`src/hdl/flash_pkg.sv`:
```
// Functional notes
// - control register hidden until unlock sequence
// - loading control register never starts operation
// - program mode shows supply-ready and supply-fail bits
// - supply-ready reads one when high voltage correct
// - programming needs write-enable bit set
// - default pulse 6.4 us at 20 MHz
// - width bit selects double word or word
// - program mode needs write-mode confirmation bit
// - erase applies to whole block at once
// - busy flag high while pulse runs
// - data write starts programming, even then odd
// - supply-fail set when voltage drops mid-operation
// - clearing write enable stops all activity
package flash_pkg;

  localparam int AXI_AW = 8;
  localparam int CNT_W  = 20;
  localparam int ARR_AW = 6;
  localparam int BLK_W  = 2;
  localparam int IRQ_W  = 2;

  localparam logic [AXI_AW-1:0] OFS_UNLOCK   = 8'h00;
  localparam logic [AXI_AW-1:0] OFS_FCR      = 8'h04;
  localparam logic [AXI_AW-1:0] OFS_ERASE    = 8'h08;
  localparam logic [AXI_AW-1:0] OFS_PADDR    = 8'h0c;
  localparam logic [AXI_AW-1:0] OFS_PDATA    = 8'h10;
  localparam logic [AXI_AW-1:0] OFS_RADDR    = 8'h14;
  localparam logic [AXI_AW-1:0] OFS_RDATA    = 8'h18;
  localparam logic [AXI_AW-1:0] OFS_IRQ_STAT = 8'h1c;
  localparam logic [AXI_AW-1:0] OFS_IRQ_MASK = 8'h20;

  localparam logic [15:0] UNLOCK_KEY_A = 16'h00a5;
  localparam logic [15:0] UNLOCK_KEY_B = 16'h005a;
  localparam logic [15:0] ERASE_KEY    = 16'h00e5;

  // flash_control_reg layout
  localparam int FCR_FWE       = 0;
  localparam int FCR_FEE       = 1;
  localparam int FCR_PWS0      = 2;
  localparam int FCR_PWS1      = 3;
  localparam int FCR_WDWW      = 4;
  localparam int FCR_FWMSET    = 5;
  localparam int FCR_BLK_LO    = 6;
  localparam int FCR_SUPPLY_OK = 8;
  localparam int FCR_FAIL      = 9;
  localparam int FCR_BUSY      = 10;
  localparam logic [7:0] FCR_RESET = 8'h00;

  localparam int IRQ_DONE = 0;
  localparam int IRQ_FAIL = 1;

  localparam logic [1:0] RESP_OKAY   = 2'h0;
  localparam logic [1:0] RESP_SLVERR = 2'h2;

  localparam logic [15:0] ERASED_WORD = 16'hffff;

  localparam int CLK_PERIOD_NS   = 50;
  localparam int PROG_PULSE_NS   = 6400;
  localparam int MID_PULSE_NS    = 12800;
  localparam int ERASE_PULSE_NS  = 1640000;
  localparam int LONG_PULSE_NS   = 3280000;
  localparam logic [CNT_W-1:0] PROG_PULSE_CYC =
    CNT_W'((PROG_PULSE_NS + CLK_PERIOD_NS - 1) / CLK_PERIOD_NS);
  localparam logic [CNT_W-1:0] MID_PULSE_CYC =
    CNT_W'((MID_PULSE_NS + CLK_PERIOD_NS - 1) / CLK_PERIOD_NS);
  localparam logic [CNT_W-1:0] ERASE_PULSE_CYC =
    CNT_W'((ERASE_PULSE_NS + CLK_PERIOD_NS - 1) / CLK_PERIOD_NS);
  localparam logic [CNT_W-1:0] LONG_PULSE_CYC =
    CNT_W'((LONG_PULSE_NS + CLK_PERIOD_NS - 1) / CLK_PERIOD_NS);

  typedef enum logic [2:0] {
    OP_IDLE  = 3'b001,
    OP_PROG  = 3'b010,
    OP_ERASE = 3'b100
  } op_state_t;

endpackage

```
`src/hdl/flash_array.sv`:
```
`timescale 1ns/1ns
`default_nettype none
module flash_array
  import flash_pkg::*;
(
  input  wire logic              aclk,     // clock
  input  wire logic              aresetn,  // sync reset, low
  input  wire logic [ARR_AW-1:0] rd_addr,  // read word address
  output logic      [15:0]       rd_data,  // registered read word
  input  wire logic              wr_en,    // program pulse ends
  input  wire logic              wr_dw,    // also program odd word
  input  wire logic [ARR_AW-1:0] wr_addr,  // word address, even for double word
  input  wire logic [15:0]       wr_lo,    // data for the wr_addr word
  input  wire logic [15:0]       wr_hi,    // odd word data
  input  wire logic              erase_en, // erase pulse ends
  input  wire logic [BLK_W-1:0]  erase_blk // block to erase
);
  localparam int DEPTH = 1 << ARR_AW;
  localparam int BLK_SHIFT = ARR_AW - BLK_W;

  logic [15:0] cell_r [DEPTH];

  // programming only pulls bits to zero, like a real cell
  generate
    for (genvar i = 0; i < DEPTH; i++) begin : g_word
      localparam logic [ARR_AW-1:0] ADDR = ARR_AW'(i);
      wire in_blk = (ADDR[ARR_AW-1:BLK_SHIFT] == erase_blk);
      wire hit_lo = wr_en && (ADDR == wr_addr);
      wire hit_hi = wr_en && wr_dw && (ADDR == (wr_addr | ARR_AW'(1)));
      always_ff @(posedge aclk) begin
        if (!aresetn) begin
          cell_r[i] <= ERASED_WORD;
        end else if (erase_en && in_blk) begin
          cell_r[i] <= ERASED_WORD;
        end else if (hit_lo) begin
          cell_r[i] <= cell_r[i] & wr_lo;
        end else if (hit_hi) begin
          cell_r[i] <= cell_r[i] & wr_hi;
        end
      end
    end
  endgenerate

  always_ff @(posedge aclk) begin
    if (!aresetn) begin
      rd_data <= 16'h0000;
    end else begin
      rd_data <= cell_r[rd_addr];
    end
  end
endmodule
`default_nettype wire

```
`src/hdl/flash_program_control.sv`:
```
`timescale 1ns/1ns
`default_nettype none
module flash_program_control
  import flash_pkg::*;
#(
  parameter logic [CNT_W-1:0] ERASE_CYC = ERASE_PULSE_CYC,
  parameter logic [CNT_W-1:0] LONG_CYC  = LONG_PULSE_CYC
)(
  input  wire logic              aclk,      // clock, 20 MHz
  input  wire logic              aresetn,   // sync reset, low
  input  wire logic [AXI_AW-1:0] awaddr,    // write address
  input  wire logic [2:0]        awprot,    // unused protection
  input  wire logic              awvalid,   // write address valid
  output logic                   awready,   // write address ready
  input  wire logic [31:0]       wdata,     // write data
  input  wire logic [3:0]        wstrb,     // byte strobes
  input  wire logic              wvalid,    // write data valid
  output logic                   wready,    // write data ready
  output logic [1:0]             bresp,     // write response
  output logic                   bvalid,    // write response valid
  input  wire logic              bready,    // write response ready
  input  wire logic [AXI_AW-1:0] araddr,    // read address
  input  wire logic [2:0]        arprot,    // unused protection
  input  wire logic              arvalid,   // read address valid
  output logic                   arready,   // read address ready
  output logic [31:0]            rdata,     // read data
  output logic [1:0]             rresp,     // read response
  output logic                   rvalid,    // read data valid
  input  wire logic              rready,    // read data ready
  input  wire logic              vpp_level, // high-voltage good pin, async
  output logic                   irq        // level interrupt
);

  // bus slave state
  logic              aw_held_r;
  logic [AXI_AW-1:0] aw_addr_r;
  logic              w_held_r;
  logic [31:0]       w_data_r;
  logic [3:0]        w_strb_r;

  // block state
  logic              key_seen_r;
  logic              unlocked_r;
  logic [7:0]        fcr_r;
  logic              prog_mode_r;
  logic              supply_fail_r;
  logic              vpp_s1_r;
  logic              vpp_s2_r;
  op_state_t         state_r;
  logic [CNT_W-1:0]  cnt_r;
  logic [CNT_W-1:0]  op_len_r;
  logic [1:0]        op_sel_r;
  logic              op_dw_r;
  logic [ARR_AW-1:0] paddr_r;
  logic [15:0]       plo_r;
  logic [15:0]       phi_r;
  logic              half_r;
  logic [ARR_AW-1:0] raddr_r;
  logic [IRQ_W-1:0]  irq_stat_r;
  logic [IRQ_W-1:0]  irq_mask_r;
  logic [15:0]       mem_q;

  // write decode
  wire wr_fire      = aw_held_r && w_held_r && !bvalid;
  wire wr_hit_unl   = (aw_addr_r == OFS_UNLOCK);
  wire wr_hit_fcr   = (aw_addr_r == OFS_FCR);
  wire wr_hit_erase = (aw_addr_r == OFS_ERASE);
  wire wr_hit_paddr = (aw_addr_r == OFS_PADDR);
  wire wr_hit_pdata = (aw_addr_r == OFS_PDATA);
  wire wr_hit_raddr = (aw_addr_r == OFS_RADDR);
  wire wr_hit_stat  = (aw_addr_r == OFS_IRQ_STAT);
  wire wr_hit_mask  = (aw_addr_r == OFS_IRQ_MASK);
  wire wr_hit_rdat  = (aw_addr_r == OFS_RDATA);
  wire wr_mapped    = wr_hit_unl | wr_hit_fcr | wr_hit_erase | wr_hit_paddr
                    | wr_hit_pdata | wr_hit_raddr | wr_hit_stat | wr_hit_mask
                    | wr_hit_rdat;
  // unstrobed bytes are written as zero
  wire [15:0] w_lo = {w_strb_r[1] ? w_data_r[15:8] : 8'h00,
                      w_strb_r[0] ? w_data_r[7:0] : 8'h00};
  wire [15:0] w_hi = {w_strb_r[3] ? w_data_r[31:24] : 8'h00,
                      w_strb_r[2] ? w_data_r[23:16] : 8'h00};

  wire busy      = (state_r != OP_IDLE);
  wire fcr_wr    = wr_fire && wr_hit_fcr && unlocked_r;
  wire op_abort  = fcr_wr && !w_lo[FCR_FWE];
  wire op_done   = busy && (cnt_r == '0) && !op_abort;
  wire idle_ok   = !busy && prog_mode_r && fcr_r[FCR_FWE];
  wire prog_ok   = idle_ok && !fcr_r[FCR_FEE];
  wire erase_go  = wr_fire && wr_hit_erase && (w_lo == ERASE_KEY)
                 && idle_ok && fcr_r[FCR_FEE];
  wire pdata_wr  = wr_fire && wr_hit_pdata && prog_ok;
  wire dw_first  = pdata_wr && fcr_r[FCR_WDWW] && !half_r;
  wire prog_go   = pdata_wr && !dw_first;
  wire [1:0] sel = {fcr_r[FCR_PWS1], fcr_r[FCR_PWS0]};
  wire [CNT_W-1:0] pulse_len = (sel == 2'b00) ? PROG_PULSE_CYC :
                               (sel == 2'b01) ? MID_PULSE_CYC :
                               (sel == 2'b10) ? ERASE_CYC : LONG_CYC;
  wire fail_set  = busy && !vpp_s2_r;

  // read decode
  wire ar_fire      = arvalid && arready;
  wire rd_hit_unl   = (araddr == OFS_UNLOCK);
  wire rd_hit_fcr   = (araddr == OFS_FCR);
  wire rd_hit_paddr = (araddr == OFS_PADDR);
  wire rd_hit_raddr = (araddr == OFS_RADDR);
  wire rd_hit_rdat  = (araddr == OFS_RDATA);
  wire rd_hit_stat  = (araddr == OFS_IRQ_STAT);
  wire rd_hit_mask  = (araddr == OFS_IRQ_MASK);
  wire rd_mapped    = rd_hit_unl | rd_hit_fcr | rd_hit_paddr | rd_hit_raddr
                    | rd_hit_rdat | rd_hit_stat | rd_hit_mask
                    | (araddr == OFS_ERASE) | (araddr == OFS_PDATA);
  wire [15:0] fcr_view = {5'h00, busy, supply_fail_r & prog_mode_r,
                          vpp_s2_r & prog_mode_r, fcr_r};
  wire [15:0] rd_word =
    (rd_hit_fcr && unlocked_r)    ? fcr_view :
    rd_hit_unl                    ? {15'h0000, unlocked_r} :
    rd_hit_paddr                  ? {{(16-ARR_AW){1'b0}}, paddr_r} :
    rd_hit_raddr                  ? {{(16-ARR_AW){1'b0}}, raddr_r} :
    (rd_hit_rdat && !prog_mode_r) ? mem_q :
    rd_hit_stat                   ? {{(16-IRQ_W){1'b0}}, irq_stat_r} :
    rd_hit_mask                   ? {{(16-IRQ_W){1'b0}}, irq_mask_r} : 16'h0000;

  // sticky events; set wins over the read clear
  wire stat_clr = ar_fire && rd_hit_stat;
  wire [IRQ_W-1:0] stat_set = {fail_set && !supply_fail_r, op_done};
  wire [IRQ_W-1:0] stat_nxt = (stat_clr ? '0 : irq_stat_r) | stat_set;

  // bus write channel
  always_ff @(posedge aclk) begin
    if (!aresetn) begin
      aw_held_r <= 1'b0;
      aw_addr_r <= '0;
      awready   <= 1'b0;
      w_held_r  <= 1'b0;
      w_data_r  <= 32'h0000_0000;
      w_strb_r  <= 4'h0;
      wready    <= 1'b0;
      bvalid    <= 1'b0;
      bresp     <= RESP_OKAY;
    end else begin
      awready <= !aw_held_r && !(awvalid && awready);
      wready  <= !w_held_r && !(wvalid && wready);
      if (awvalid && awready) begin
        aw_held_r <= 1'b1;
        aw_addr_r <= awaddr;
      end
      if (wvalid && wready) begin
        w_held_r <= 1'b1;
        w_data_r <= wdata;
        w_strb_r <= wstrb;
      end
      if (wr_fire) begin
        bvalid <= 1'b1;
        bresp  <= wr_mapped ? RESP_OKAY : RESP_SLVERR;
      end else if (bvalid && bready) begin
        bvalid    <= 1'b0;
        aw_held_r <= 1'b0;
        w_held_r  <= 1'b0;
      end
    end
  end

  // bus read channel, answer one cycle after the address
  always_ff @(posedge aclk) begin
    if (!aresetn) begin
      arready <= 1'b0;
      rvalid  <= 1'b0;
      rdata   <= 32'h0000_0000;
      rresp   <= RESP_OKAY;
    end else if (ar_fire) begin
      arready <= 1'b0;
      rvalid  <= 1'b1;
      rdata   <= {16'h0000, rd_word};
      rresp   <= rd_mapped ? RESP_OKAY : RESP_SLVERR;
    end else if (rvalid && rready) begin
      rvalid  <= 1'b0;
      arready <= 1'b1;
    end else begin
      arready <= !rvalid;
    end
  end

  // high-voltage level from the pin
  always_ff @(posedge aclk) begin
    if (!aresetn) begin
      vpp_s1_r <= 1'b0;
      vpp_s2_r <= 1'b0;
    end else begin
      vpp_s1_r <= vpp_level;
      vpp_s2_r <= vpp_s1_r;
    end
  end

  // unlock sequence: two keys written back to back to the unlock word
  always_ff @(posedge aclk) begin
    if (!aresetn) begin
      key_seen_r <= 1'b0;
      unlocked_r <= 1'b0;
    end else if (op_abort) begin
      key_seen_r <= 1'b0;
      unlocked_r <= 1'b0;
    end else if (wr_fire) begin
      key_seen_r <= wr_hit_unl && (w_lo == UNLOCK_KEY_A);
      if (wr_hit_unl && key_seen_r && (w_lo == UNLOCK_KEY_B)) begin
        unlocked_r <= 1'b1;
      end
    end
  end

  // control register and program mode
  always_ff @(posedge aclk) begin
    if (!aresetn) begin
      fcr_r         <= FCR_RESET;
      prog_mode_r   <= 1'b0;
      supply_fail_r <= 1'b0;
    end else begin
      // config changes mid-pulse are ignored; only an abort gets through
      if (fcr_wr && (!busy || op_abort)) begin
        fcr_r       <= w_lo[7:0];
        prog_mode_r <= w_lo[FCR_FWMSET] && w_lo[FCR_FWE];
      end
      if (fail_set) begin
        supply_fail_r <= 1'b1;
      end else if (fcr_wr) begin
        supply_fail_r <= 1'b0;
      end
    end
  end

  // address and data latches
  always_ff @(posedge aclk) begin
    if (!aresetn) begin
      paddr_r <= '0;
      raddr_r <= '0;
      plo_r   <= 16'h0000;
      phi_r   <= 16'h0000;
      half_r  <= 1'b0;
    end else begin
      if (wr_fire && wr_hit_paddr) begin
        paddr_r <= w_lo[ARR_AW-1:0];
      end
      if (wr_fire && wr_hit_raddr) begin
        raddr_r <= w_lo[ARR_AW-1:0];
      end
      if (dw_first) begin
        plo_r  <= w_lo;
        half_r <= 1'b1;
      end else if (prog_go) begin
        if (half_r) begin
          phi_r <= w_lo;
        end else begin
          plo_r <= w_lo;
        end
        half_r <= 1'b0;
      end else if (fcr_wr) begin
        half_r <= 1'b0;
      end
    end
  end

  // pulse sequencer
  always_ff @(posedge aclk) begin
    if (!aresetn) begin
      state_r  <= OP_IDLE;
      cnt_r    <= '0;
      op_len_r <= '0;
      op_sel_r <= 2'b00;
      op_dw_r  <= 1'b0;
    end else begin
      case (state_r)
        OP_IDLE: begin
          if (prog_go || erase_go) begin
            state_r  <= prog_go ? OP_PROG : OP_ERASE;
            cnt_r    <= pulse_len - CNT_W'(1);
            op_len_r <= pulse_len;
            op_sel_r <= sel;
            op_dw_r  <= prog_go && half_r;
          end
        end
        OP_PROG, OP_ERASE: begin
          if (op_abort || op_done) begin
            state_r <= OP_IDLE;
          end else begin
            cnt_r <= cnt_r - CNT_W'(1);
          end
        end
        default: begin
          state_r <= OP_IDLE;
        end
      endcase
    end
  end

  // interrupt status and mask
  always_ff @(posedge aclk) begin
    if (!aresetn) begin
      irq_stat_r <= '0;
      irq_mask_r <= '0;
      irq        <= 1'b0;
    end else begin
      irq_stat_r <= stat_nxt;
      if (wr_fire && wr_hit_mask) begin
        irq_mask_r <= w_lo[IRQ_W-1:0];
      end
      irq <= |(stat_nxt & irq_mask_r);
    end
  end

  flash_array u_array (
    .aclk      (aclk),
    .aresetn   (aresetn),
    .rd_addr   (raddr_r),
    .rd_data   (mem_q),
    .wr_en     (op_done && (state_r == OP_PROG)),
    .wr_dw     (op_dw_r),
    .wr_addr   (op_dw_r ? (paddr_r & ~ARR_AW'(1)) : paddr_r),
    .wr_lo     (plo_r),
    .wr_hi     (phi_r),
    .erase_en  (op_done && (state_r == OP_ERASE)),
    .erase_blk (fcr_r[FCR_BLK_LO +: BLK_W])
  );

  // cycles spent in the current pulse, read only by the checks
  logic [CNT_W-1:0] help_cnt_r;
  always_ff @(posedge aclk) begin
    if (!aresetn || !busy) begin
      help_cnt_r <= CNT_W'(1);
    end else begin
      help_cnt_r <= help_cnt_r + CNT_W'(1);
    end
  end
endmodule
`default_nettype wire

```
`config.mk`:
```
export PLATFORM = sky130hd
export DESIGN_NAME = flash_program_control
export DESIGN_NICKNAME = d
export VERILOG_FILES = /design/src/hdl/flash_pkg.sv /design/src/hdl/flash_array.sv /design/src/hdl/flash_program_control.sv
export SDC_FILE = /design/constraint.sdc
export NUM_CORES = 2
export LEC_CHECK = 0
export BUFFER_PORTS_ARGS = -buffer_cell sky130_fd_sc_hd__buf_4
export CAP_MARGIN = 20
export CORE_MARGIN = 2
export CORE_UTILIZATION = 40
export CTS_BUF_LIST = sky130_fd_sc_hd__clkbuf_4 sky130_fd_sc_hd__clkbuf_8
export CTS_CLUSTER_DIAMETER = 200
export CTS_CLUSTER_SIZE = 8
export DETAILED_ROUTE_END_ITERATION = 8
export PLACE_DENSITY = 0.56
export SLEW_MARGIN = 10
export SYNTH_ARGS = -nofsm -noshare
export SYNTH_HDL_FRONTEND = slang
export SYNTH_SLANG_ARGS = --single-unit
```
`constraint.sdc`:
```
create_clock -name aclk -period 4.2 [get_ports aclk]
set_input_delay 0.21 -clock aclk [delete_from_list [all_inputs] [get_ports aclk]]
set_output_delay 0.21 -clock aclk [all_outputs]
set_load 0.1 [all_outputs]
```
==> flow_summary_export.csv <==
group,metric,value,unit
cts,ctsResizeCount,0,
placement,place_congestion,0.934,
setup_path,r2r-end,"u_array.cell_r[63][3]",
global_routing,grt_max_degree,79,
die,start_util,0.402,
placement,port_buffers,65,
pwr,p_total,22.8,mW
timing,fin_tns_setup,0,ns
timing,period_share,0.933,
flow_run,maxCapViolations,0,
cts,cts_tree,"built",
cells_and_area,nets,5394,
cts,clk_latency,0.94,ns
global_routing,grt_pass1_wl,312000,um
outcome,status,"finished clean",
pwr,p_leak,21.5,nW
timing,worstMarginPinSlew,1.17,ns
cells_and_area,multiInputGateArea,0.0243,sq mm
setup_path,reg2reg_from,"aw_addr_r[0]",
detailed_routing,ant_nets,0,
die,num_io_pins,108,
hold_path,worst_hold_path.endpoint,"irq_stat_r[0]",
setup_path,reg2reg_depth,7,
setup_path,cp_max_fo,16,
hold_path,worstHoldPathType,"in2reg",
pwr,p_seq_frac,0.575,
pwr,pwr-share-comb,0.046,
detailed_routing,initialDrtViolationCount,5886,
pwr,p_sw,5.46,mW
detailed_routing,firstDrtPassIters,7,
synth,synthCells,5184,
timing,fmax,255,MHz
synth,synth_top_area_share,0.504,
cells_and_area,fillers,14099,
cts,cts_inserted_buffers,165,
setup_path,critPathArrivalTime,4.56,ns
setup_path,path_class,"reg2reg",
die,dieArea,0.156,sq mm
synth,syn_area,0.0610,sq mm
timing,hold_viol_final,0,
cells_and_area,regArea,0.0340,sq mm
timing,rsz0062_at_grt,"no",
pwr,vdd.ir_drop.worst,0.278,mV
synth,ys_top_cells_by_area,"edfxtp_1 50%, mux4_2 10%, mux2i_1 5.9%",
synth,yosysTopAreaCell,"edfxtp_1",
die,fp-row-count,143,
timing,maxSlewViolCount,0,
die,fp.dieH,395,um
setup_path,critPathCaptureType,"register",
global_routing,grt_pass1_vias,44122,
global_routing,track_usage,0.272,
setup_path,crit_required,4.84,ns
die,die_w,395,um
synth,yosysSeqAreaShare,0.555,
setup_path,reg2reg_slack,0.28,ns
cts,cts.reportedPaths.clkPinSlew,0.06,ns
synth,synth_seq_cells,1179,
pwr,power_density,333,mW/mm^2
global_routing,antenna_found_initial,5,
hold_path,worstHoldStart,"araddr[4]",
detailed_routing,num_vias,45007,
cells_and_area,area_delta_synth_final,12.1,%
timing,period_needed,3.92,ns
synth,synth_warnings,0,
synth,synth_edf_count,1024,
synth,syn_area_per_cell,11.8,sq um
timing,slew_headroom,0.217,
timing,setup_viol,0,
synth,synth_cell_types,77,
global_routing,overflow,0,
cells_and_area,final_common_cell,"edfxtp_1",
detailed_routing,routed_wl,215000,um
pwr,p_sw_frac,0.239,
detailed_routing,post_drt_wl_per_cell,29.0,um
cts,clock_sinks,1179,
cts,cts_root_buffer,"clkbuf_8",
cells_and_area,mostFrequentLayoutCells,"1024 x edfxtp_1, 752 x nand2_1, 362 x mux2i_1, 319 x buf_4, 300 x o21ai_0",
synth,async_reset_ff_frac,0,
cts,clk_path_buf_depth,3,
detailed_routing,drc,0,
hold_path,worst_hold_path.num_cells,6,
die,core,0.152,sq mm
detailed_routing,via_per_inst,6.07,
synth,ys.flop_type,"edfxtp_1",
cells_and_area,drive_gt1_frac,0.193,
timing,fin_skew,0.0442,ns
cts,htreeDepth,4,
pwr,power_frac_clock,0.379,
setup_path,cp-start-kind,"register",
pwr,p_int,17.3,mW
placement,dpl.hpwl,136000,um
[synthesized netlist by cell type, types with 11 or more instances]
cell,number
edfxtp_1,1024
dfxtp_1,155
a21o_1,256
inv_1,283
nand4_1,12
o221a_2,97
mux2i_1,362
o21ai_0,351
buf_2,24
nor4_1,15
nand2_1,752
nor3_1,28
and2_1,21
nor2b_1,16
o21ai_1,22
nand3_1,68
a221oi_1,16
clkbuf_1,357
mux4_2,276
nand2b_1,103
nor2_1,242
a21oi_1,258
buf_1,62
a22oi_1,24
a211oi_1,12
or2b_1,11
o22ai_1,157
nor4_4,11
buf_4,36
[what timing repair did]
item,4_1_cts,5_1_grt
endpoints found under the hold margin,67,0
setup buffers,0,0
hold buffers,96,0
[worst max-delay path, stage by stage (launching register included)]
cell and delay (ns):
dfxtp_1 0.35, nor4_1 0.58, nand2_1 0.28, o311ai_4 0.83
nor3_1 0.17, a21oi_2 0.92, o21ai_1 0.19, buf_4 0.30
[kinds of logic (layout without fill, tap and decap cells)]
| kind of cell | Yosys count | in the layout | share of synthesized area |
|---|---|---|---|
| AOI/OAI and AO/OA | 1253 | 1253 | 0.133 |
| buffers and inverters | 764 | 950 | 0.0499 |
| adders and majority gates | 3 | 3 | 0.000615 |
| other | 1 | 20 | 0.0000614 |
| and+or+nand+nor | 1345 | 1345 | 0.101 |
| DFF | 1179 | 1179 | 0.555 |
| xor gates and xnor gates | 1 | 1 | 0.000143 |
| muxes | 638 | 638 | 0.161 |
[area by class of cell]
cell class,count,share of cell area
antenna,2,0.0000731
tap,2030,0.0371
clock buffer,214,0.0386
timing repair buffer,438,0.0556
clock inverter,15,0.00201
multi-input combinational,3258,0.355
sequential,1179,0.496
inverter,283,0.0156
[through the flow]
stage                util  setup slack, ns  std cells  instance area, sq um  hold WS, ns
floorplan               -            0.223       5201                 61100        0.337
global placement    0.426            0.432       7090                 64700        0.440
detailed placement  0.427            0.448       7092                 64700        0.427
CTS                 0.451            0.395       7417                 68500       0.0109
global route        0.451            0.192       7418                 68500        0.115
finish              0.451            0.282       7419                 68500        0.121
[routing by layer]
metal / global-route usage / wire length, um / vias up / part of all wire
met2: 0.424 / 98000 / 2340 / 0.46
met5: 0 / 14 / - / 0.000065
met1: 0.366 / 86400 / 22755 / 0.40
met3: 0.0553 / 20000 / 426 / 0.093
li1: - / - / 19484 / -
met4: 0.124 / 10400 / 2 / 0.048
[power by group through the flow]
stage	registers, mW	clock network [mW]	logic [mW]
global route	13.1	9.19	1.09
global placement	13.3	0	0.967
detailed placement	13.4	0	0.971
floorplan	13.4	0	0.509
CTS	13.1	8.79	1.04
finish	13.1	8.63	1.04
[worst max-delay path by stage]
stage,startpoint,endpoint,cells past startpoint,slack (ns)
final,aw_addr_r[0],u_array.cell_r[63][3],7,0.28
after global routing,aw_addr_r[0],u_array.cell_r[63][3],7,0.19
after CTS,cnt_r[2],u_array.cell_r[41][4],9,0.40
after detailed placement,cnt_r[2],u_array.cell_r[41][13],9,0.45
after global placement,cnt_r[2],u_array.cell_r[27][10],7,0.43
after floorplan,bvalid,u_array.cell_r[11][0],9,0.22
[sequential cells by signal, summed over array words and instances (netlist names), 2 cells and up]
name             count
paddr_r              6
w_strb_r             2
irq_mask_r           2
u_array.cell_r    1024
aw_addr_r            8
irq_stat_r           2
state_r              3
rdata               16
fcr_r                8
phi_r               16
raddr_r              6
cnt_r               20
u_array.rd_data     16
plo_r               16
w_data_r            16
(Power assumes the default switching activity.)
